<file path="src/shared/uart_lsr_pkg.sv">
package uart_lsr_pkg;
    // Register select values on the parallel bus.
    localparam logic [2:0] REG_DATA = 3'h0;
    localparam logic [2:0] REG_IRQ_EN = 3'h1;
    localparam logic [2:0] REG_IDENT = 3'h2;
    localparam logic [2:0] REG_LSTAT = 3'h5;
    // Line status bit positions.
    localparam int LS_DR = 0;
    localparam int LS_OE = 1;
    localparam int LS_PE = 2;
    localparam int LS_FE = 3;
    localparam int LS_BI = 4;
    localparam int LS_TX_HOLDING_EMPTY = 5;
    localparam int LS_TX_ALL_EMPTY = 6;
    localparam int LS_EIRF = 7;
    // Interrupt enable bit positions and the FIFO control bits used here.
    localparam int IE_RDA = 0;
    localparam int IE_TX_HOLDING_EMPTY = 1;
    localparam int IE_RLS = 2;
    localparam int IE_MS = 3;
    localparam int FC_ENABLE = 0;
    localparam int FC_RX_CLR = 1;
    localparam int FC_TX_CLR = 2;
    // Source codes for identification bits 3 to 1.
    localparam logic [2:0] ID_RLS = 3'h3;
    localparam logic [2:0] ID_RDA = 3'h2;
    localparam logic [2:0] ID_TMO = 3'h6;
    localparam logic [2:0] ID_TX_HOLDING_EMPTY = 3'h1;
    localparam logic [2:0] ID_MS = 3'h0;
    localparam logic [1:0] MODE_FIFO = 2'h3;
    localparam logic [1:0] MODE_CHAR = 2'h0;
    // Values after master reset.
    localparam logic [7:0] IDENT_RESET = 8'h01;
    localparam logic [3:0] IRQ_EN_RESET = 4'h0;
    // Bit timing in ticks of the sixteen-times baud clock.
    localparam int TICKS_PER_BIT = 16;
    localparam int HALF_BIT_TICKS = TICKS_PER_BIT / 2;
    localparam int CHAR_BITS = 10;
    localparam int CHAR_TICKS = CHAR_BITS * TICKS_PER_BIT;
    localparam int TX_EMPTY_DELAY_TICKS = CHAR_TICKS - TICKS_PER_BIT;
    localparam int TIMEOUT_CHARS = 4;
    localparam int TIMEOUT_TICKS = TIMEOUT_CHARS * CHAR_TICKS;
    // One received character with its error status.
    typedef struct packed {
        logic brk;
        logic frm;
        logic par;
        logic [7:0] data;
    } rx_word_t;
    // One parallel bus cycle from the CPU.
    typedef struct packed {
        logic cs;
        logic rd;
        logic wr;
        logic [2:0] addr;
        logic [7:0] wdata;
    } bus_req_t;
endpackage : uart_lsr_pkg

</file>
<file path="src/verilog/uart_line_status_irq_id.sv">
`timescale 1ns/10ps
// Flip-flop FIFO with valid and ready on both sides.
module line_fifo #(
    parameter int W = 8,
    parameter int DEPTH = 32
) (
    input wire logic clk_sys_i,
    input wire logic rst_i,
    input wire logic clr_i,
    input wire logic in_valid_i,
    output logic in_ready_o,
    input wire logic [W-1:0] in_data_i,
    output logic out_valid_o,
    input wire logic out_ready_i,
    output logic [W-1:0] out_data_o,
    output logic [$clog2(DEPTH+1)-1:0] count_o
);
    localparam int AW = $clog2(DEPTH);
    localparam int CW = $clog2(DEPTH+1);
    logic [W-1:0] mem [DEPTH];
    logic [AW-1:0] wp, rp, next_wp, next_rp;
    logic [CW-1:0] cnt, next_cnt;
    logic push, pop;
    // Full and empty come straight from the occupancy count.
    assign in_ready_o = (cnt != CW'(DEPTH));
    assign out_valid_o = (cnt != '0);
    assign out_data_o = mem[rp];
    assign count_o = cnt;
    assign push = in_valid_i && in_ready_o;
    assign pop = out_valid_o && out_ready_i;
    // Pointer and count update; a clear discards everything held.
    always_comb
    begin
        next_wp = push ? AW'((32'(wp) + 1) % DEPTH) : wp;
        next_rp = pop ? AW'((32'(rp) + 1) % DEPTH) : rp;
        next_cnt = cnt + CW'(push) - CW'(pop);
        if (clr_i)
        begin
            next_wp = '0;
            next_rp = '0;
            next_cnt = '0;
        end
    end
    // State registers.
    always_ff @(posedge clk_sys_i or posedge rst_i)
    begin
        if (rst_i)
        begin
            wp <= '0;
            rp <= '0;
            cnt <= '0;
        end
        else
        begin
            wp <= next_wp;
            rp <= next_rp;
            cnt <= next_cnt;
        end
    end
    // Storage is written without reset.
    always_ff @(posedge clk_sys_i)
    begin
        if (push && !clr_i)
        begin
            mem[wp] <= in_data_i;
        end
    end
endmodule : line_fifo

// Notes on behaviour
// - Transmitter empty only when FIFO and shifter empty.
// - Holding empty sets on move, clears on load.
// - Holding empty plus enable raises transmit interrupt.
// - FIFO mode holding empty follows FIFO, except the lone-character delay.
// - Changing FIFO enable rearms transmit interrupt immediately.
// - Lone-character FIFO empty delayed nine bit times.
// - Break when input low beyond a word.
// - After break, wait half bit high first.
// - FIFO stores errors, shown when at head.
// - Zero stop bit flags a framing error.
// - Parity error per selected even or odd.
// - Status read clears four error flags.
// - Unread character replaced sets overrun.
// - Full FIFO: overrun at once, nothing pushed.
// - Data ready follows receive buffer or FIFO.
// - Error flags raise line status interrupt.
// - Status writes change all bits but seven.
// - Four priority levels, line status highest.
// - Identification frozen while being read.
// - Identification read-only, bits five, four zero.
// - Bits seven, six read 00 in character mode.
// - Reset value: source 000, pending-low 1.
// - Pending-low bit zero while interrupt pending.
// - FIFO timeout after four idle character times.
module uart_line_status_irq_id #(
    parameter int FIFO_DEPTH = 32
) (
    input wire logic clk_sys_i,
    input wire logic rst_i,
    input wire uart_lsr_pkg::bus_req_t bus_i,
    output logic [7:0] rdata_o,
    input wire logic baud16_tick_i,
    input wire logic serial_input_i,
    input wire logic parity_en_i,
    input wire logic parity_even_i,
    input wire logic modem_irq_i,
    output logic serial_output_o,
    output logic irq_o
);
    import uart_lsr_pkg::*;
    localparam int CW = $clog2(FIFO_DEPTH+1);
    typedef enum {RX_IDLE, RX_START, RX_DATA, RX_PAR, RX_STOP, RX_LOW, RX_HIGH} rx_state_t;

    logic acc_q, acc_start, rd_go, wr_go, rd_lsr, rd_rbr, rd_ident, ident_acc;
    logic sin_meta, serial_input;
    rx_state_t rx_st, next_rx_st;
    logic [3:0] rx_tick, next_rx_tick, rx_bit, next_rx_bit, hi_cnt, next_hi_cnt;
    logic [7:0] rx_sh, next_rx_sh, low_cnt, next_low_cnt;
    logic par_bit, next_par_bit, rx_done, next_rx_done;
    rx_word_t rx_word, next_rx_word, rx_head;
    logic [7:0] word_ticks;
    logic rx_ready, rx_valid, rx_push, rx_pop, rx_clr, tx_clr;
    logic [CW-1:0] rx_cnt, tx_cnt;
    logic tx_ready, tx_valid, tx_push, tx_pop, tx_busy, next_tx_busy;
    logic [7:0] tx_head;
    logic [10:0] tx_frame, next_tx_frame;
    logic [3:0] tx_tick, next_tx_tick, tx_bits, next_tx_bits;
    logic [7:0] dly_cnt, next_dly_cnt;
    logic two_seen, next_two_seen, tx_holding_empty, tx_all_empty;
    logic fifo_mode, next_fifo_mode, tx_holding_empty_ack, next_tx_holding_empty_ack;
    logic [3:0] ier, next_ier;
    logic bi, fe, pe, oe, next_bi, next_fe, next_pe, next_oe;
    logic ovr_en, next_ovr_en, head_new, next_head_new;
    logic [2:0] ovr, next_ovr;
    logic [9:0] tmo_cnt, next_tmo_cnt;
    logic tmo, rls_irq, rda_irq, tx_holding_empty_irq, ms_irq, any_irq;
    logic [2:0] code;
    logic [7:0] lsr_val, ident_live, ident_hold, next_ident_hold, ident_out, next_rdata;

    // Bus access decode; side effects act on the first edge of an access.
    assign acc_start = bus_i.cs && (bus_i.rd || bus_i.wr) && !acc_q;
    assign rd_go = acc_start && bus_i.rd;
    assign wr_go = acc_start && bus_i.wr && !bus_i.rd;
    assign rd_lsr = rd_go && bus_i.addr == REG_LSTAT;
    assign rd_rbr = rd_go && bus_i.addr == REG_DATA;
    assign rd_ident = rd_go && bus_i.addr == REG_IDENT;
    assign ident_acc = bus_i.cs && bus_i.rd && bus_i.addr == REG_IDENT;

    // Receiver framing on the sixteen-times tick, reading the synchronised input.
    assign word_ticks = 8'((CHAR_BITS + 32'(parity_en_i)) * TICKS_PER_BIT);
    always_comb
    begin
        next_rx_st = rx_st;
        next_rx_tick = rx_tick;
        next_rx_bit = rx_bit;
        next_rx_sh = rx_sh;
        next_par_bit = par_bit;
        next_hi_cnt = hi_cnt;
        next_rx_done = 1'b0;
        next_rx_word = rx_word;
        next_low_cnt = serial_input ? 8'h00 : low_cnt;
        if (baud16_tick_i && !serial_input && low_cnt != 8'hFF)
        begin
            next_low_cnt = low_cnt + 8'h01;
        end
        if (baud16_tick_i)
        begin
            next_rx_tick = rx_tick + 4'h1;
            case (rx_st)
                RX_IDLE:
                begin
                    next_rx_tick = 4'h0;
                    if (!serial_input)
                    begin
                        next_rx_st = RX_START;
                    end
                end
                RX_START:
                    if (rx_tick == 4'(HALF_BIT_TICKS - 1))
                    begin
                        next_rx_st = serial_input ? RX_IDLE : RX_DATA;
                        next_rx_tick = 4'h0;
                        next_rx_bit = 4'h0;
                    end
                RX_DATA:
                    if (rx_tick == 4'(TICKS_PER_BIT - 1))
                    begin
                        next_rx_sh = {serial_input, rx_sh[7:1]};
                        next_rx_bit = rx_bit + 4'h1;
                        if (rx_bit == 4'h7)
                        begin
                            next_rx_st = parity_en_i ? RX_PAR : RX_STOP;
                        end
                    end
                RX_PAR:
                    if (rx_tick == 4'(TICKS_PER_BIT - 1))
                    begin
                        next_par_bit = serial_input;
                        next_rx_st = RX_STOP;
                    end
                RX_STOP:
                    if (rx_tick == 4'(TICKS_PER_BIT - 1))
                    begin
                        next_rx_word.data = rx_sh;
                        next_rx_word.par = parity_en_i && ((^rx_sh ^ par_bit) == parity_even_i);
                        next_rx_word.brk = 1'b0;
                        next_rx_word.frm = !serial_input;
                        next_rx_done = serial_input;
                        next_rx_st = serial_input ? RX_IDLE : RX_LOW;
                    end
                RX_LOW:
                    if (serial_input)
                    begin
                        next_rx_done = 1'b1;
                        next_rx_st = RX_IDLE;
                    end
                    else if (low_cnt > word_ticks)
                    begin
                        next_rx_word = '{brk: 1'b1, frm: 1'b1, par: 1'b0, data: 8'h00};
                        next_rx_done = 1'b1;
                        next_hi_cnt = 4'h0;
                        next_rx_st = RX_HIGH;
                    end
                RX_HIGH:
                begin
                    next_hi_cnt = serial_input ? hi_cnt + 4'h1 : 4'h0;
                    if (serial_input && hi_cnt == 4'(HALF_BIT_TICKS - 1))
                    begin
                        next_rx_st = RX_IDLE;
                    end
                end
                default:
                    next_rx_st = RX_IDLE;
            endcase
        end
    end

    // Receive path into the FIFO; character mode keeps only the newest entry.
    assign rx_push = rx_done && rx_ready;
    assign rx_pop = rx_valid && (rd_rbr || (!fifo_mode && rx_done));
    line_fifo #(.W($bits(rx_word_t)), .DEPTH(FIFO_DEPTH)) u_rx_fifo (
        .clk_sys_i(clk_sys_i),
        .rst_i(rst_i),
        .clr_i(rx_clr),
        .in_valid_i(rx_done),
        .in_ready_o(rx_ready),
        .in_data_i(rx_word),
        .out_valid_o(rx_valid),
        .out_ready_i(rx_pop),
        .out_data_o(rx_head),
        .count_o(rx_cnt)
    );

    // Transmit FIFO drained by the shifter; writes to a full FIFO are dropped.
    assign tx_push = wr_go && bus_i.addr == REG_DATA && tx_ready;
    assign tx_pop = tx_valid && !tx_busy;
    line_fifo #(.W(8), .DEPTH(FIFO_DEPTH)) u_tx_fifo (
        .clk_sys_i(clk_sys_i),
        .rst_i(rst_i),
        .clr_i(tx_clr),
        .in_valid_i(tx_push),
        .in_ready_o(tx_ready),
        .in_data_i(bus_i.wdata),
        .out_valid_o(tx_valid),
        .out_ready_i(tx_pop),
        .out_data_o(tx_head),
        .count_o(tx_cnt)
    );

    // Transmit shifter and the empty indications.
    assign tx_all_empty = !tx_valid && !tx_busy;
    assign tx_holding_empty = !tx_valid && (!fifo_mode || dly_cnt == 8'h00);
    always_comb
    begin
        next_tx_busy = tx_busy;
        next_tx_frame = tx_frame;
        next_tx_tick = tx_tick;
        next_tx_bits = tx_bits;
        next_dly_cnt = (baud16_tick_i && dly_cnt != 8'h00) ? dly_cnt - 8'h01 : dly_cnt;
        next_two_seen = (tx_cnt >= CW'(2)) || (two_seen && (tx_valid || dly_cnt != 8'h00));
        if (fifo_mode && tx_pop && tx_cnt == CW'(1) && !tx_push && !two_seen)
        begin
            next_dly_cnt = 8'(TX_EMPTY_DELAY_TICKS);
        end
        if (tx_pop)
        begin
            next_tx_frame = {1'b1, (^tx_head) ^ !parity_even_i, tx_head, 1'b0};
            if (!parity_en_i)
            begin
                next_tx_frame = {2'b11, tx_head, 1'b0};
            end
            next_tx_bits = parity_en_i ? 4'hB : 4'hA;
            next_tx_tick = 4'h0;
            next_tx_busy = 1'b1;
        end
        else if (tx_busy && baud16_tick_i)
        begin
            next_tx_tick = tx_tick + 4'h1;
            if (tx_tick == 4'(TICKS_PER_BIT - 1))
            begin
                next_tx_frame = {1'b1, tx_frame[10:1]};
                next_tx_bits = tx_bits - 4'h1;
                next_tx_busy = (tx_bits != 4'h1);
            end
        end
    end

    // Sticky errors; the set wins over a clear by the status read.
    always_comb
    begin
        next_bi = bi && !rd_lsr;
        next_fe = fe && !rd_lsr;
        next_pe = pe && !rd_lsr;
        next_oe = oe && !rd_lsr;
        next_head_new = (rx_push && !rx_valid) || (rx_pop && rx_cnt > CW'(1));
        if (rx_done && !fifo_mode)
        begin
            next_bi = next_bi || rx_word.brk;
            next_fe = next_fe || rx_word.frm;
            next_pe = next_pe || rx_word.par;
        end
        if (head_new && fifo_mode && rx_valid)
        begin
            next_bi = next_bi || rx_head.brk;
            next_fe = next_fe || rx_head.frm;
            next_pe = next_pe || rx_head.par;
        end
        if (rx_done && (fifo_mode ? !rx_ready : rx_valid))
        begin
            next_oe = 1'b1;
        end
        next_ovr_en = ovr_en && !(rx_push || rx_pop || tx_push || tx_pop);
        next_ovr = ovr;
        if (wr_go && bus_i.addr == REG_LSTAT)
        begin
            next_bi = bus_i.wdata[LS_BI];
            next_fe = bus_i.wdata[LS_FE];
            next_pe = bus_i.wdata[LS_PE];
            next_oe = bus_i.wdata[LS_OE];
            next_ovr = {bus_i.wdata[LS_TX_ALL_EMPTY], bus_i.wdata[LS_TX_HOLDING_EMPTY], bus_i.wdata[LS_DR]};
            next_ovr_en = 1'b1;
        end
    end

    // Control writes and the character timeout counter.
    assign rx_clr = wr_go && bus_i.addr == REG_IDENT && bus_i.wdata[FC_RX_CLR];
    assign tx_clr = wr_go && bus_i.addr == REG_IDENT && bus_i.wdata[FC_TX_CLR];
    always_comb
    begin
        next_ier = (wr_go && bus_i.addr == REG_IRQ_EN) ? bus_i.wdata[3:0] : ier;
        next_fifo_mode = (wr_go && bus_i.addr == REG_IDENT) ? bus_i.wdata[FC_ENABLE] : fifo_mode;
        next_tx_holding_empty_ack = (tx_holding_empty_ack && tx_holding_empty) || (rd_ident && ident_out[3:1] == ID_TX_HOLDING_EMPTY && tx_holding_empty_irq);
        if (next_fifo_mode != fifo_mode)
        begin
            next_tx_holding_empty_ack = 1'b0;
        end
        next_tmo_cnt = tmo_cnt;
        if (!rx_valid || rx_push || rx_pop)
        begin
            next_tmo_cnt = 10'h000;
        end
        else if (baud16_tick_i && tmo_cnt != 10'(TIMEOUT_TICKS))
        begin
            next_tmo_cnt = tmo_cnt + 10'h001;
        end
        next_ident_hold = rd_ident ? ident_live : ident_hold;
    end

    // Interrupt sources ranked into the identification value.
    assign tmo = fifo_mode && rx_valid && tmo_cnt == 10'(TIMEOUT_TICKS);
    assign rls_irq = ier[IE_RLS] && (bi || fe || pe || oe);
    assign rda_irq = ier[IE_RDA] && (rx_valid || tmo);
    assign tx_holding_empty_irq = ier[IE_TX_HOLDING_EMPTY] && tx_holding_empty && !tx_holding_empty_ack;
    assign ms_irq = ier[IE_MS] && modem_irq_i;
    assign any_irq = rls_irq || rda_irq || tx_holding_empty_irq || ms_irq;
    always_comb
    begin
        code = ID_MS;
        if (rls_irq)
            code = ID_RLS;
        else if (rda_irq)
            code = tmo ? ID_TMO : ID_RDA;
        else if (tx_holding_empty_irq)
            code = ID_TX_HOLDING_EMPTY;
    end
    assign ident_live = {fifo_mode ? MODE_FIFO : MODE_CHAR, 2'b00, code, !any_irq};
    assign ident_out = (ident_acc && !rd_ident) ? ident_hold : ident_live;
    assign irq_o = any_irq;

    // Read data; status overlays from a status write last until the next transfer.
    always_comb
    begin
        lsr_val = {fifo_mode && (bi || fe || pe), tx_all_empty, tx_holding_empty, bi, fe, pe, oe, rx_valid};
        if (ovr_en)
        begin
            lsr_val[LS_TX_ALL_EMPTY] = ovr[2];
            lsr_val[LS_TX_HOLDING_EMPTY] = ovr[1];
            lsr_val[LS_DR] = ovr[0];
        end
        case (bus_i.addr)
            REG_DATA: next_rdata = rx_head.data;
            REG_IRQ_EN: next_rdata = {4'h0, ier};
            REG_IDENT: next_rdata = ident_out;
            REG_LSTAT: next_rdata = lsr_val;
            default: next_rdata = 8'h00;
        endcase
        if (!(bus_i.cs && bus_i.rd))
        begin
            next_rdata = rdata_o;
        end
    end

    // Registers of every group.
    always_ff @(posedge clk_sys_i or posedge rst_i)
    begin
        if (rst_i)
        begin
            acc_q <= 1'b0;
            sin_meta <= 1'b1;
            serial_input <= 1'b1;
            rx_st <= RX_IDLE;
            rx_tick <= 4'h0;
            rx_bit <= 4'h0;
            rx_sh <= 8'h00;
            par_bit <= 1'b0;
            hi_cnt <= 4'h0;
            low_cnt <= 8'h00;
            rx_done <= 1'b0;
            rx_word <= '0;
            tx_busy <= 1'b0;
            tx_frame <= 11'h7FF;
            tx_tick <= 4'h0;
            tx_bits <= 4'h0;
            dly_cnt <= 8'h00;
            two_seen <= 1'b0;
            {bi, fe, pe, oe} <= 4'h0;
            head_new <= 1'b0;
            ovr_en <= 1'b0;
            ovr <= 3'h0;
            ier <= IRQ_EN_RESET;
            fifo_mode <= 1'b0;
            tx_holding_empty_ack <= 1'b0;
            tmo_cnt <= 10'h000;
            ident_hold <= IDENT_RESET;
            rdata_o <= 8'h00;
        end
        else
        begin
            acc_q <= bus_i.cs && (bus_i.rd || bus_i.wr);
            sin_meta <= serial_input_i;
            serial_input <= sin_meta;
            rx_st <= next_rx_st;
            rx_tick <= next_rx_tick;
            rx_bit <= next_rx_bit;
            rx_sh <= next_rx_sh;
            par_bit <= next_par_bit;
            hi_cnt <= next_hi_cnt;
            low_cnt <= next_low_cnt;
            rx_done <= next_rx_done;
            rx_word <= next_rx_word;
            tx_busy <= next_tx_busy;
            tx_frame <= next_tx_frame;
            tx_tick <= next_tx_tick;
            tx_bits <= next_tx_bits;
            dly_cnt <= next_dly_cnt;
            two_seen <= next_two_seen;
            {bi, fe, pe, oe} <= {next_bi, next_fe, next_pe, next_oe};
            head_new <= next_head_new;
            ovr_en <= next_ovr_en;
            ovr <= next_ovr;
            ier <= next_ier;
            fifo_mode <= next_fifo_mode;
            tx_holding_empty_ack <= next_tx_holding_empty_ack;
            tmo_cnt <= next_tmo_cnt;
            ident_hold <= next_ident_hold;
            rdata_o <= next_rdata;
        end
    end
    assign serial_output_o = tx_frame[0];
endmodule : uart_line_status_irq_id

</file>
<file path="config.mk">
export PLATFORM = sky130hd
export DESIGN_NAME = uart_line_status_irq_id
export DESIGN_NICKNAME = d
export VERILOG_FILES = /design/src/shared/uart_lsr_pkg.sv /design/src/verilog/uart_line_status_irq_id.sv
export SDC_FILE = /design/constraint.sdc
export NUM_CORES = 1
export LEC_CHECK = 0
export ABC_AREA = 1
export BUFFER_PORTS_ARGS = -buffer_cell sky130_fd_sc_hd__buf_2
export CORE_MARGIN = 1
export CORE_UTILIZATION = 59
export CTS_BUF_LIST = sky130_fd_sc_hd__clkbuf_2 sky130_fd_sc_hd__clkbuf_4 sky130_fd_sc_hd__clkbuf_8
export DETAILED_ROUTE_END_ITERATION = 8
export PLACE_DENSITY = 0.74
export SYNTH_ARGS = -nofsm -noshare
export SYNTH_HDL_FRONTEND = slang
export SYNTH_HIERARCHICAL = 1
export SYNTH_SLANG_ARGS = --single-unit
</file>
<file path="constraint.sdc">
create_clock -name clk_sys_i -period 3.5 [get_ports clk_sys_i]
set_input_delay 0.7 -clock clk_sys_i [delete_from_list [all_inputs] [get_ports clk_sys_i]]
set_output_delay 0.7 -clock clk_sys_i [all_outputs]
set_load 0.03 [all_outputs]
</file>
# [Word-level counts from Yosys, hierarchy flattened]
# Memory sizes are Yosys's and may differ from the RTL's.
# Index checks and enable logic that the tools add are counted.
[totals] ff_bits=176 ram_bits=608 output_inout_bits=10 word_cells=318 n_memories=2
[classes] addsub=17 n_lt_le_gt_ge=3 n_eq_ne=34 mux=88 bitwise_logic=2 n_reduce_logical=132
[memory_table] memory="u_rx_fifo.mem" words=32 width=11 rd=1 rd_ports_with_merged_regs=0 write_ports=1 line="uart_line_status_irq_id.sv:20" rtl="logic [W-1:0] mem [DEPTH];"
[memory_table] memory="u_tx_fifo.mem" words=32 width=8 rd=1 rd_ports_with_merged_regs=0 write_ports=1 line="uart_line_status_irq_id.sv:20"
[ops] op="$mux 32" n=9
[ops] op="$pmux 32 s7" n=1
[ops] op="$eq 32x3->1 const B" n=3
[ops] op="$mux 11" n=6
[ops] op="$eq 32x2->1 const B" n=2
[ops] op="$logic_and 1x1->1" n=62
[ops] op="$mux 4" n=11
[ops] op="$mux 5" n=8
[ops] op="$mux 8" n=5
[ops] op="$eq 32x1->1 const B" n=1
[ops] op="$logic_not 32->1" n=1
[ops] op="$pmux 8 s4" n=1
[ops] op="$mux 10" n=3
[ops] op="$mux 1" n=29
[ops] op="$logic_or 1x1->1" n=25
[ops] op="$pmux 4 s2" n=3
[ops] op="$reduce_bool 2->1" n=12
[ops] op="$pmux 11 s2" n=1
[ops] op="$add 5x1->5 const B" n=4
[ops] op="$logic_not 1->1" n=18
[ops] op="$ne 2x2->1 const B" n=9
[ops] op="$add 4x1->4 const B" n=4
[ops] op="$reduce_xor 8->1" n=2
[ops] op="$mux 3" n=5
[ops] op="37 further kinds" n=51

# [Depth between registers and ports, before layout]
# Gate-level depths: netlist (run 1).
[depth] word_depth=15 mapped_depth=19 mapped_depth_nobuf=17

# [Cells and area by module]
# Netlist (run 1), hierarchy kept.
[by_module_without_submodules] mod="line_fifo at u_rx_fifo" instances=1 cells_each=1520 area_each_um2=15967.8 seq_area_each_um2=10970.5
[by_module_without_submodules] mod="line_fifo at u_tx_fifo" instances=1 cells_each=1149 area_each_um2=11888.9 seq_area_each_um2=8087.8
[by_module_without_submodules] mod="uart_line_status_irq_id" instances=1 cells_each=765 area_each_um2=6157.2 seq_area_each_um2=2844.0

# [Least setup slack after synthesis (run 1)]
# OpenSTA, ideal clock, no wires.
[synth_path] path_type="input port to flip-flop" from="input bus_i[10] in the netlist's numbering" to="register u_tx_fifo.cnt[4], in the netlist u_tx_fifo/count_o[4]" setup_time_ns=0.131 arrival_ns=2.688 t_required_ns=3.369 slack_ns=0.681 stages=16 n_path_buf=1 path_cell_list="inv_2 nand2_4 nor2_4 buf_6 nand2_4 nor2_1 nand2_1 ha_1 inv_1 ha_1 fa_1 nand2_1 nand2_1 a21oi_1 xor2_1 nor2_1"
[synth_via] elab_chain_cells=7
[synth_lines] item="start: declaration" line="uart_line_status_irq_id.sv:100" rtl="input wire uart_lsr_pkg::bus_req_t bus_i,"
[synth_lines] item="$logic_not 3->1" line="uart_line_status_irq_id.sv:255" rtl="assign tx_push = wr_go && bus_i.addr == REG_DATA && tx_ready;"
[synth_lines] item="$logic_and 1x1->1 (2 in series)" line="uart_line_status_irq_id.sv:255"
[synth_lines] item="via tx_push" line="uart_line_status_irq_id.sv:124" rtl="logic tx_ready, tx_valid, tx_push, tx_pop, tx_busy, next_tx_busy;"
[synth_lines] item="$logic_and 1x1->1" line="uart_line_status_irq_id.sv:29" rtl="assign push = in_valid_i && in_ready_o;"
[synth_lines] item="$add 6x1->6" line="uart_line_status_irq_id.sv:36" rtl="next_cnt = cnt + CW'(push) - CW'(pop);"
[synth_lines] item="$sub 6x1->6" line="uart_line_status_irq_id.sv:36"
[synth_lines] item="$mux 6" line="uart_line_status_irq_id.sv:37" rtl="if (clr_i)"
[synth_lines] item="via u_tx_fifo.next_cnt[4]" line="uart_line_status_irq_id.sv:22" rtl="logic [CW-1:0] cnt, next_cnt;"
[synth_lines] item="end signal: assignment" line="uart_line_status_irq_id.sv:57" rtl="cnt <= next_cnt;"
[synth_lines] item="end: declaration" line="uart_line_status_irq_id.sv:22"
# The timed path passes the listed nets, and every way through them passes these cells.
# A chain may end at the register's enable or synchronous reset.

# [Worst setup path after layout (run 1)]
[layout_path] from="register u_rx_fifo.cnt[2], in the netlist u_rx_fifo/count_o[2]" to="output irq_o"
[layout_via] elab_chain_cells=8
[layout_lines] item="start: declaration" line="uart_line_status_irq_id.sv:22"
[layout_lines] item="start signal: assignment" line="uart_line_status_irq_id.sv:57"
[layout_lines] item="$reduce_bool 6->1 (*)" line="uart_line_status_irq_id.sv:26" rtl="assign out_valid_o = (cnt != '0);"
[layout_lines] item="via rx_valid" line="uart_line_status_irq_id.sv:122" rtl="logic rx_ready, rx_valid, rx_push, rx_pop, rx_clr, tx_clr;"
[layout_lines] item="$logic_and 1x1->1 (2 in series)" line="uart_line_status_irq_id.sv:370" rtl="assign tmo = fifo_mode && rx_valid && tmo_cnt == 10'(TIMEOUT_TICKS);"
[layout_lines] item="$logic_or 1x1->1 (*)" line="uart_line_status_irq_id.sv:372" rtl="assign rda_irq = ier[IE_RDA] && (rx_valid || tmo);"
[layout_lines] item="$logic_and 1x1->1 (*)" line="uart_line_status_irq_id.sv:372"
[layout_lines] item="$logic_or 1x1->1 (*) (3 in series)" line="uart_line_status_irq_id.sv:375" rtl="assign any_irq = rls_irq || rda_irq || tx_holding_empty_irq || ms_irq;"
[layout_lines] item="end: declaration" line="uart_line_status_irq_id.sv:108" rtl="output logic irq_o"
# The timed path passes the listed nets; every way through them passes the cells marked *.

==> results of run 1 <==
-- power by group through the flow --
stage,Clock [uW],Sequential (uW),Combinational [uW]
after floorplan,0,10900,6310
after global placement,0,10900,8520
after detailed placement,0,11000,8730
after CTS,7900,10800,8790
after global routing,8270,10900,9830
final,7770,10800,8930
-- final timing paths --
path,startpoint,to,depth (start not counted)
worst max-delay path,u_rx_fifo/count_o[2],irq_o,7
worst min-delay path,serial_input_i,sin_meta,1
worst max register to register,u_rx_fifo/count_o[2],u_rx_fifo/count_o[4],16
worst min register to register,sin_meta,serial_input,0
max in group asynchronous,rst_i,serial_input,3
min in group asynchronous,rst_i,u_tx_fifo/rp[3],2
-- critical path, delay by kind of cell (launching register included) --
| kind | cells | cell delay, ns |
|---|---|---|
| buffers and inverters | 2 | 0.31 |
| adder cells (fa/ha/maj) | 1 | 0.20 |
| flip-flops | 1 | 0.39 |
| AND/OR/NAND/NOR | 4 | 0.91 |
-- layout by cell type (no fill, tap or decap), drive strengths merged, types with 8 or more instances in the layout --
| cell type | n |
|---|---|
| nand2 | 1079 |
| edfxtp | 608 |
| inv | 475 |
| nand3 | 441 |
| nor2 | 190 |
| clkbuf | 156 |
| dfrtp | 132 |
| buf | 101 |
| o21ai | 96 |
| a21oi | 82 |
| clkinv | 42 |
| ha | 40 |
| o211ai | 26 |
| nand4 | 23 |
| xor2 | 17 |
| nor3 | 15 |
| dfstp | 13 |
| xnor2 | 10 |
| bufinv | 10 |
| mux2 | 9 |
| a31oi | 8 |
-- logic make-up after synthesis --
group,Yosys count,synth area share [%]
multiplexers,9,0.298
buffers and inverters,609,7.42
AND/OR/NAND/NOR,1762,21.7
adder cells (fa/ha/maj),42,1.59
XOR/XNOR,27,0.695
AO/OA/AOI/OAI,232,3.90
flip-flops,753,64.4
-- final cells by class --
cell class / count / share of cell area (%)
diodes: 1 / 0.00667
clock buffers: 156 / 5.23
clock inverters: 56 / 1.45
inverters: 476 / 4.78
multi-input cells: 2072 / 25.6
flip-flops and latches: 753 / 58.5
well taps: 756 / 2.52
repair buffers: 101 / 1.99
-- through the flow --
step,worst slack [ns],area [um^2],std cells
2_1_floorplan,0.681,34000,3434
3_3_place_gp,0.237,35000,4158
3_5_place_dp,0.200,35000,4158
4_1_cts,0.248,37500,4370
5_1_grt,0.0617,37500,4371
6_report,0.281,37500,4371
-- registers in the layout, indices dropped and copies added (netlist names), 5 cells and up --
| register | cells |
|---|---|
| u_rx_fifo/mem | 352 |
| u_tx_fifo/mem | 256 |
| rx_word | 11 |
| tmo_cnt | 10 |
| tx_frame | 10 |
| dly_cnt | 8 |
| low_cnt | 8 |
| rdata_o | 8 |
| rx_sh | 8 |
| u_rx_fifo/count_o | 6 |
| u_tx_fifo/count_o | 6 |
| ident_hold | 5 |
| u_rx_fifo/rp | 5 |
| u_rx_fifo/wp | 5 |
| u_tx_fifo/rp | 5 |
| u_tx_fifo/wp | 5 |
-- synth_stat cells, types with 10 or more instances --
cell type	n	share of area (%)
nand3_1	437	6.4
xnor2_1	10	0.26
clkbuf_1	25	0.28
nand4_1	23	0.42
dfstp_2	13	1.0
o21ai_0	83	1.2
a21oi_1	79	1.2
edfxtp_1	608	54
xor2_1	17	0.44
o211ai_1	26	0.57
dfrtp_1	132	9.7
ha_1	40	1.5
buf_6	12	0.40
nand2_1	1072	12
buf_4	16	0.35
inv_2	17	0.19
nor2_1	184	2.0
inv_1	456	5.0
buf_2	71	1.0
nor3_1	12	0.18
-- per-layer routing --
layer / track usage, % / up-vias / wire length [um]
li1: - / 11500 / -
met1: 36.6 / 11600 / 32900
met2: 47.2 / 936 / 39800
met3: 3.99 / 185 / 5290
met4: 11.6 / 0 / 2960
met5: 0 / - / 0
==> impl_results.md, run 1 <==
* Final HPWL DP at roughly 52,000 um
* Number of enable flip-flop cells after synthesis at 608
* Final wirelength at 81,000 um
* Upper clock frequency limit at 0.311 GHz
* Arrival time of data at the critical path endpoint at between 2 and 3 ns
* CTS hold repair buffers at 0
* Worst Tran Pin Value at ~1.1 ns
* Die area at between 0.05 and 0.06 mm^2
* Footprint of the multi-input gates at about 0.0096 mm^2
* Proportion of synthesized chip area in sequential cells at 64.4%
* Data required time of the worst path at 2.80 ns
* Clock net sink count at 753
* Total number of placement rows at between 80 and 90
* Worst ir drop on vdd at 631 uV
* Sequential Area at 0.0219 mm^2
* Effective utilization at floorplan at around 60%
* Total overflow reported by the global router at 0
* Number of post-CTS setup repair buffers at 0
* Initial antenna violation count at 1
* Synthesized area per cell at 9.91 um^2
* H-Tree Level Count at 3
* Via-to-Cell Ratio at approximately 5.5
* Worst Hold Slack at about 0.09 ns
* Total Nets Final at around 3,600
* Tightest Hold Check Type: in -> reg
* Wire length of the first global-routing pass at 128,000 um
* Ratio of total power to cell area at approximately 730 mW/mm^2
* CTS buffer count at between 100 and 150
* Leakage at ~0.016 uW
* Main synth FF type: edfxtp_1
* Async SR Flop Fraction at roughly a fifth
* Area grow syn2layout at 10.2%
* Fin crit share at between 90% and 100%
* Highest fanout seen on the critical path at 8
* Distinct cell type count after synthesis at 54
* Worst path most repeated cell: nand2_1
* Post-Synthesis Net Count at 3,497
* Period minus WS final at between 3 and 4 ns
* Maximum number of pins on one net before global-route repair at approximately 140
* Tightest slew margin relative to the limit at 27.8%
* Die span in x at 242 um
* Worst Setup End Kind: output pin
* Critical path type: reg -> out
* Bufs on Longest Clock Path at 3
* Synthesized cell area at about 0.034 mm^2
* Flip-flop and latch count after synthesis at 753
* Delay of the slowest critical-path stage at 0.39 ns
* Result of the run: finished clean
* Buffer cell driving the clock tree root: clkbuf_8
* Via count of the routed design at around 24,000
* Die H at 242 um
* Final hold violations at 0
* Final total negative setup slack at 0 ns
* Part of the total power dissipated in combinational logic at 32.5%
* Latest clock arrival within the worst-skew pair at slightly above 0.7 ns
* Number of violations reported at the end of detailed-routing iteration 0 at between 2,000 and 2,500
* Cell Chain, Critical Path: inv_1 > ha_1 > nand4_1 > nand2_1 > nand2_1 > nand3b_1 > buf_2
* Syn. warnings at 6
* Count of fill cells added during filler insertion at 4,399
* Layout cells sized above 1 at a little over a tenth
* Setup repair after global routing missed its margin: no
* Detailed-route DRC error count at 0
* Routed length per placed instance at 18.5 um
* Power Total at 27,500 uW
* Library cell contributing the largest single delay on the critical path: dfrtp_1
* Max-cap violations at 0
* Setup-failing EPs final at 0
* Net switching power of the design at slightly above 10,000 uW
* CTS clock-pin slew for the worst setup and hold paths at 0.06 ns
* Vias in the first global route at approximately 24,000
* Ports at 31
* Switching part of the total at a little under two fifths
* Max-slew violation total from the final report at 0
* Final ANT Viol Nets at 0
* TritonCTS clock tree: yes
* Clock power share at ~28%
* Sequential power share at approximately two fifths
* Resized Gates After CTS at 0
* Synth Instances at 3,434
* Total routing resource utilization after global routing at 28.0%
* Total of buffers placed on input and output ports at 30
* Post-layout utilization of the core at between 60% and 70%
* FF-to-FF setup slack at approximately 0.4 ns
* Sort of element at the start of the critical path: flip-flop
* RD Place Congestion at 0.906
* P_int at between 15,000 and 20,000 uW
* Count of TritonRoute iterations in the first routing pass at 7
* Layout Skew at between 0.05 and 0.06 ns
* CORE AREA at 0.0567 mm^2
Power figures use the tool's default switching activity.
==> run 2, diff against run 1 <==
--- a/config.mk
+++ b/config.mk
@@ -7,6 +7,8 @@
 export LEC_CHECK = 0
 export ABC_AREA = 1
 export BUFFER_PORTS_ARGS = -buffer_cell sky130_fd_sc_hd__buf_2
+export CAP_MARGIN = 30
+export CORE_ASPECT_RATIO = 0.5
 export CORE_MARGIN = 1
 export CORE_UTILIZATION = 59
 export CTS_BUF_LIST = sky130_fd_sc_hd__clkbuf_2 sky130_fd_sc_hd__clkbuf_4 sky130_fd_sc_hd__clkbuf_8
==> run 2 against run 1 <==
  * Count of clock-buffer cells in the layout unchanged
  * Total power down 3.8%
  * Sequential cell count unchanged
  * Combinational power about the same
  * First-iteration DRC count up 16%
  * Clock skew down 0.019 ns
  * Final area down 0.91%
  * Cell count down 0.46%
  * Die area about the same
  * Critical path type unchanged
  * Critical endpoint unchanged
==> impl_results.md, run 2 (synthesis gave the netlist of run 1 again) <==
* Number of flip-flops under the largest register name at between 300 and 400
* Buffer cell driving the clock tree root: clkbuf_8
* Library cell contributing the largest single delay on the critical path: dfrtp_1
* Worst ir drop on vdd at about 580 uV
* CTS hold repair buffers at 0
* Total overflow reported by the global router at 0
* Final HPWL DP at 48,800 um
* Final wirelength at 78,300 um
* Ratio of total power to cell area at 712 mW/mm^2
* Most common library cell in the layout ignoring fill and taps: nand2_1
* Max-slew violation total from the final report at 0
* Part of the total power dissipated in combinational logic at between 30 and 40%
* Leakage at about 0.016 uW
* Switching part of the total at 37.9%
* Arrival time of data at the critical path endpoint at around 2.5 ns
* Sort of element at the start of the critical path: flip-flop
* Number of inserted diodes at 0
* Sequential Area at ~0.022 mm^2
* Total Nets Final at between 3,000 and 4,000
* Footprint of the multi-input gates at between 0.009 and 0.01 mm^2
* Die H at 172 um
* Delay of the slowest critical-path stage at 0.36 ns
* Total routing resource utilization after global routing at a little over a quarter
* Detailed-route DRC error count at 0
* Initial antenna violation count at 0
* Via count of the routed design at ~24,000
* Number of violations reported at the end of detailed-routing iteration 0 at ~2,700
* Cells on Worst Hold Path at 1
* Tightest slew margin relative to the limit at 33.1%
* Setup-failing EPs final at 0
* Commonest non-fill, non-tap cells in the layout: nand2_1, edfxtp_1, inv_1
* Wire length of the first global-routing pass at roughly 120,000 um
* Ports at 31
* Final hold violations at 0
* Fin crit share at about nine tenths
* Cell Chain, Critical Path: inv_1 > ha_1 > nand2_1 > nor2_1 > nand3_1 > nand2_1 > nand2_1 > nand3b_1 > buf_2
* Crit-path leading delay family: simple AND/OR/NAND/NOR gates
* Count of TritonRoute iterations in the first routing pass at 6
* CTS clock-pin slew for the worst setup and hold paths at about 0.070 ns
* Latest clock arrival within the worst-skew pair at ~0.72 ns
* Number of post-CTS setup repair buffers at 0
* Via-to-Cell Ratio at between 5 and 6
* Critical path type: reg -> out
* Design area at ~0.037 mm^2
* TritonCTS clock tree: yes
* Net switching power of the design at between 10,000 and 15,000 uW
* R2R depth at 7
* Highest fanout seen on the critical path at 6
* Power Total at ~26,000 uW
* Data required time of the worst path at approximately 2.8 ns
* Die area at just under 0.06 mm^2
* CORE AREA at ~0.056 mm^2
* Layout Skew at about 0.033 ns
* Setup repair after global routing missed its margin: no
* Final total negative setup slack at 0 ns
* Count of fill cells added during filler insertion at 4,281
* Clock net sink count at 753
* Clock power share at 25.5%
* Maximum number of pins on one net before global-route repair at about 140
* Upper clock frequency limit at approximately 0.32 GHz
* H-Tree Level Count at 3
* Period minus WS final at ~3.1 ns
* Sequential power share at between 40% and 50%
* Tightest Hold Check Type: in -> reg
* Total number of placement rows at 61
* Register bank with the most flops: u_rx_fifo/mem
* Post-placement cell area at around 0.035 mm^2
* Bufs on Longest Clock Path at 3
* Layout cells sized above 1 at 9.99%
* Total of buffers placed on input and output ports at 30
* Number of buffer and inverter stages on the critical path at 2
* CTS buffer count at roughly 100
* Max-cap violations at 0
* Worst path most repeated cell: nand2_1
* Die span in x at ~340 um
* Worst Tran Pin Value at ~1 ns
* Worst path depth at 9
* Routed length per placed instance at roughly 18 um
* Largest registers: u_rx_fifo/mem x352, u_tx_fifo/mem x256, rx_word x11
* Area grow syn2layout at 9.25%
* P_int at between 15,000 and 20,000 uW
* Vias in the first global route at around 23,000
* RD Place Congestion at 0.927
* Result of the run: finished clean
* Effective utilization at floorplan at approximately 60%
* Resized Gates After CTS at 0
* Worst Setup End Kind: output pin
* Final ANT Viol Nets at 0
==> run 2: layout make-up <==
cell class | count | share of cell area [%]
clock buffer | 156 | 5.04
clock inverter | 33 | 0.515
inverter | 476 | 4.83
multi-input combinational | 2072 | 25.8
sequential | 753 | 59.0
tap | 756 | 2.55
timing repair buffer | 105 | 2.29
==> run 2: worst paths after layout <==
path | from | to | slack, ns
worst min register to register | sin_meta | serial_input | 0.36
worst min-delay path | serial_input_i | sin_meta | 0.09
max in group asynchronous | rst_i | rx_word[6] | 2.82
worst max register to register | u_rx_fifo/count_o[3] | u_rx_fifo/mem[19][5] | 0.55
worst max-delay path | dly_cnt[0] | irq_o | 0.35
min in group asynchronous | rst_i | u_rx_fifo/count_o[0] | 0.13
==> run 2: per-stage QoR <==
stage	setup WS, ns	util, %	instances	hold WS, ns
floorplan	0.681	-	3434	0.345
global placement	0.331	62.4	4161	0.347
detailed placement	0.306	62.4	4161	0.347
CTS	0.313	66.0	4350	0.0441
global route	0.162	66.1	4351	0.0504
finish	0.354	66.1	4351	0.0868
==> run 2: routing by layer <==
| layer | part of all wire, % | wire length [um] | GRT usage, % | vias to the layer above |
|---|---|---|---|---|
| met5 | 0 | 0 | 0 | - |
| li1 | - | - | - | 11400 |
| met3 | 8.7 | 6820 | 5.37 | 150 |
| met2 | 47 | 36600 | 43.6 | 1024 |
| met4 | 2.4 | 1850 | 8.56 | 0 |
| met1 | 42 | 33000 | 37.3 | 11300 |
==> run 2: power by group through the flow <==
stage               sequential, uW  clock (uW)  combinational [uW]
floorplan                    10900           0                6310
global placement             10900           0                8520
detailed placement           11000           0                8720
CTS                          10800        6850                8770
global route                 10800        7230                9830
finish                       10800        6750                8910
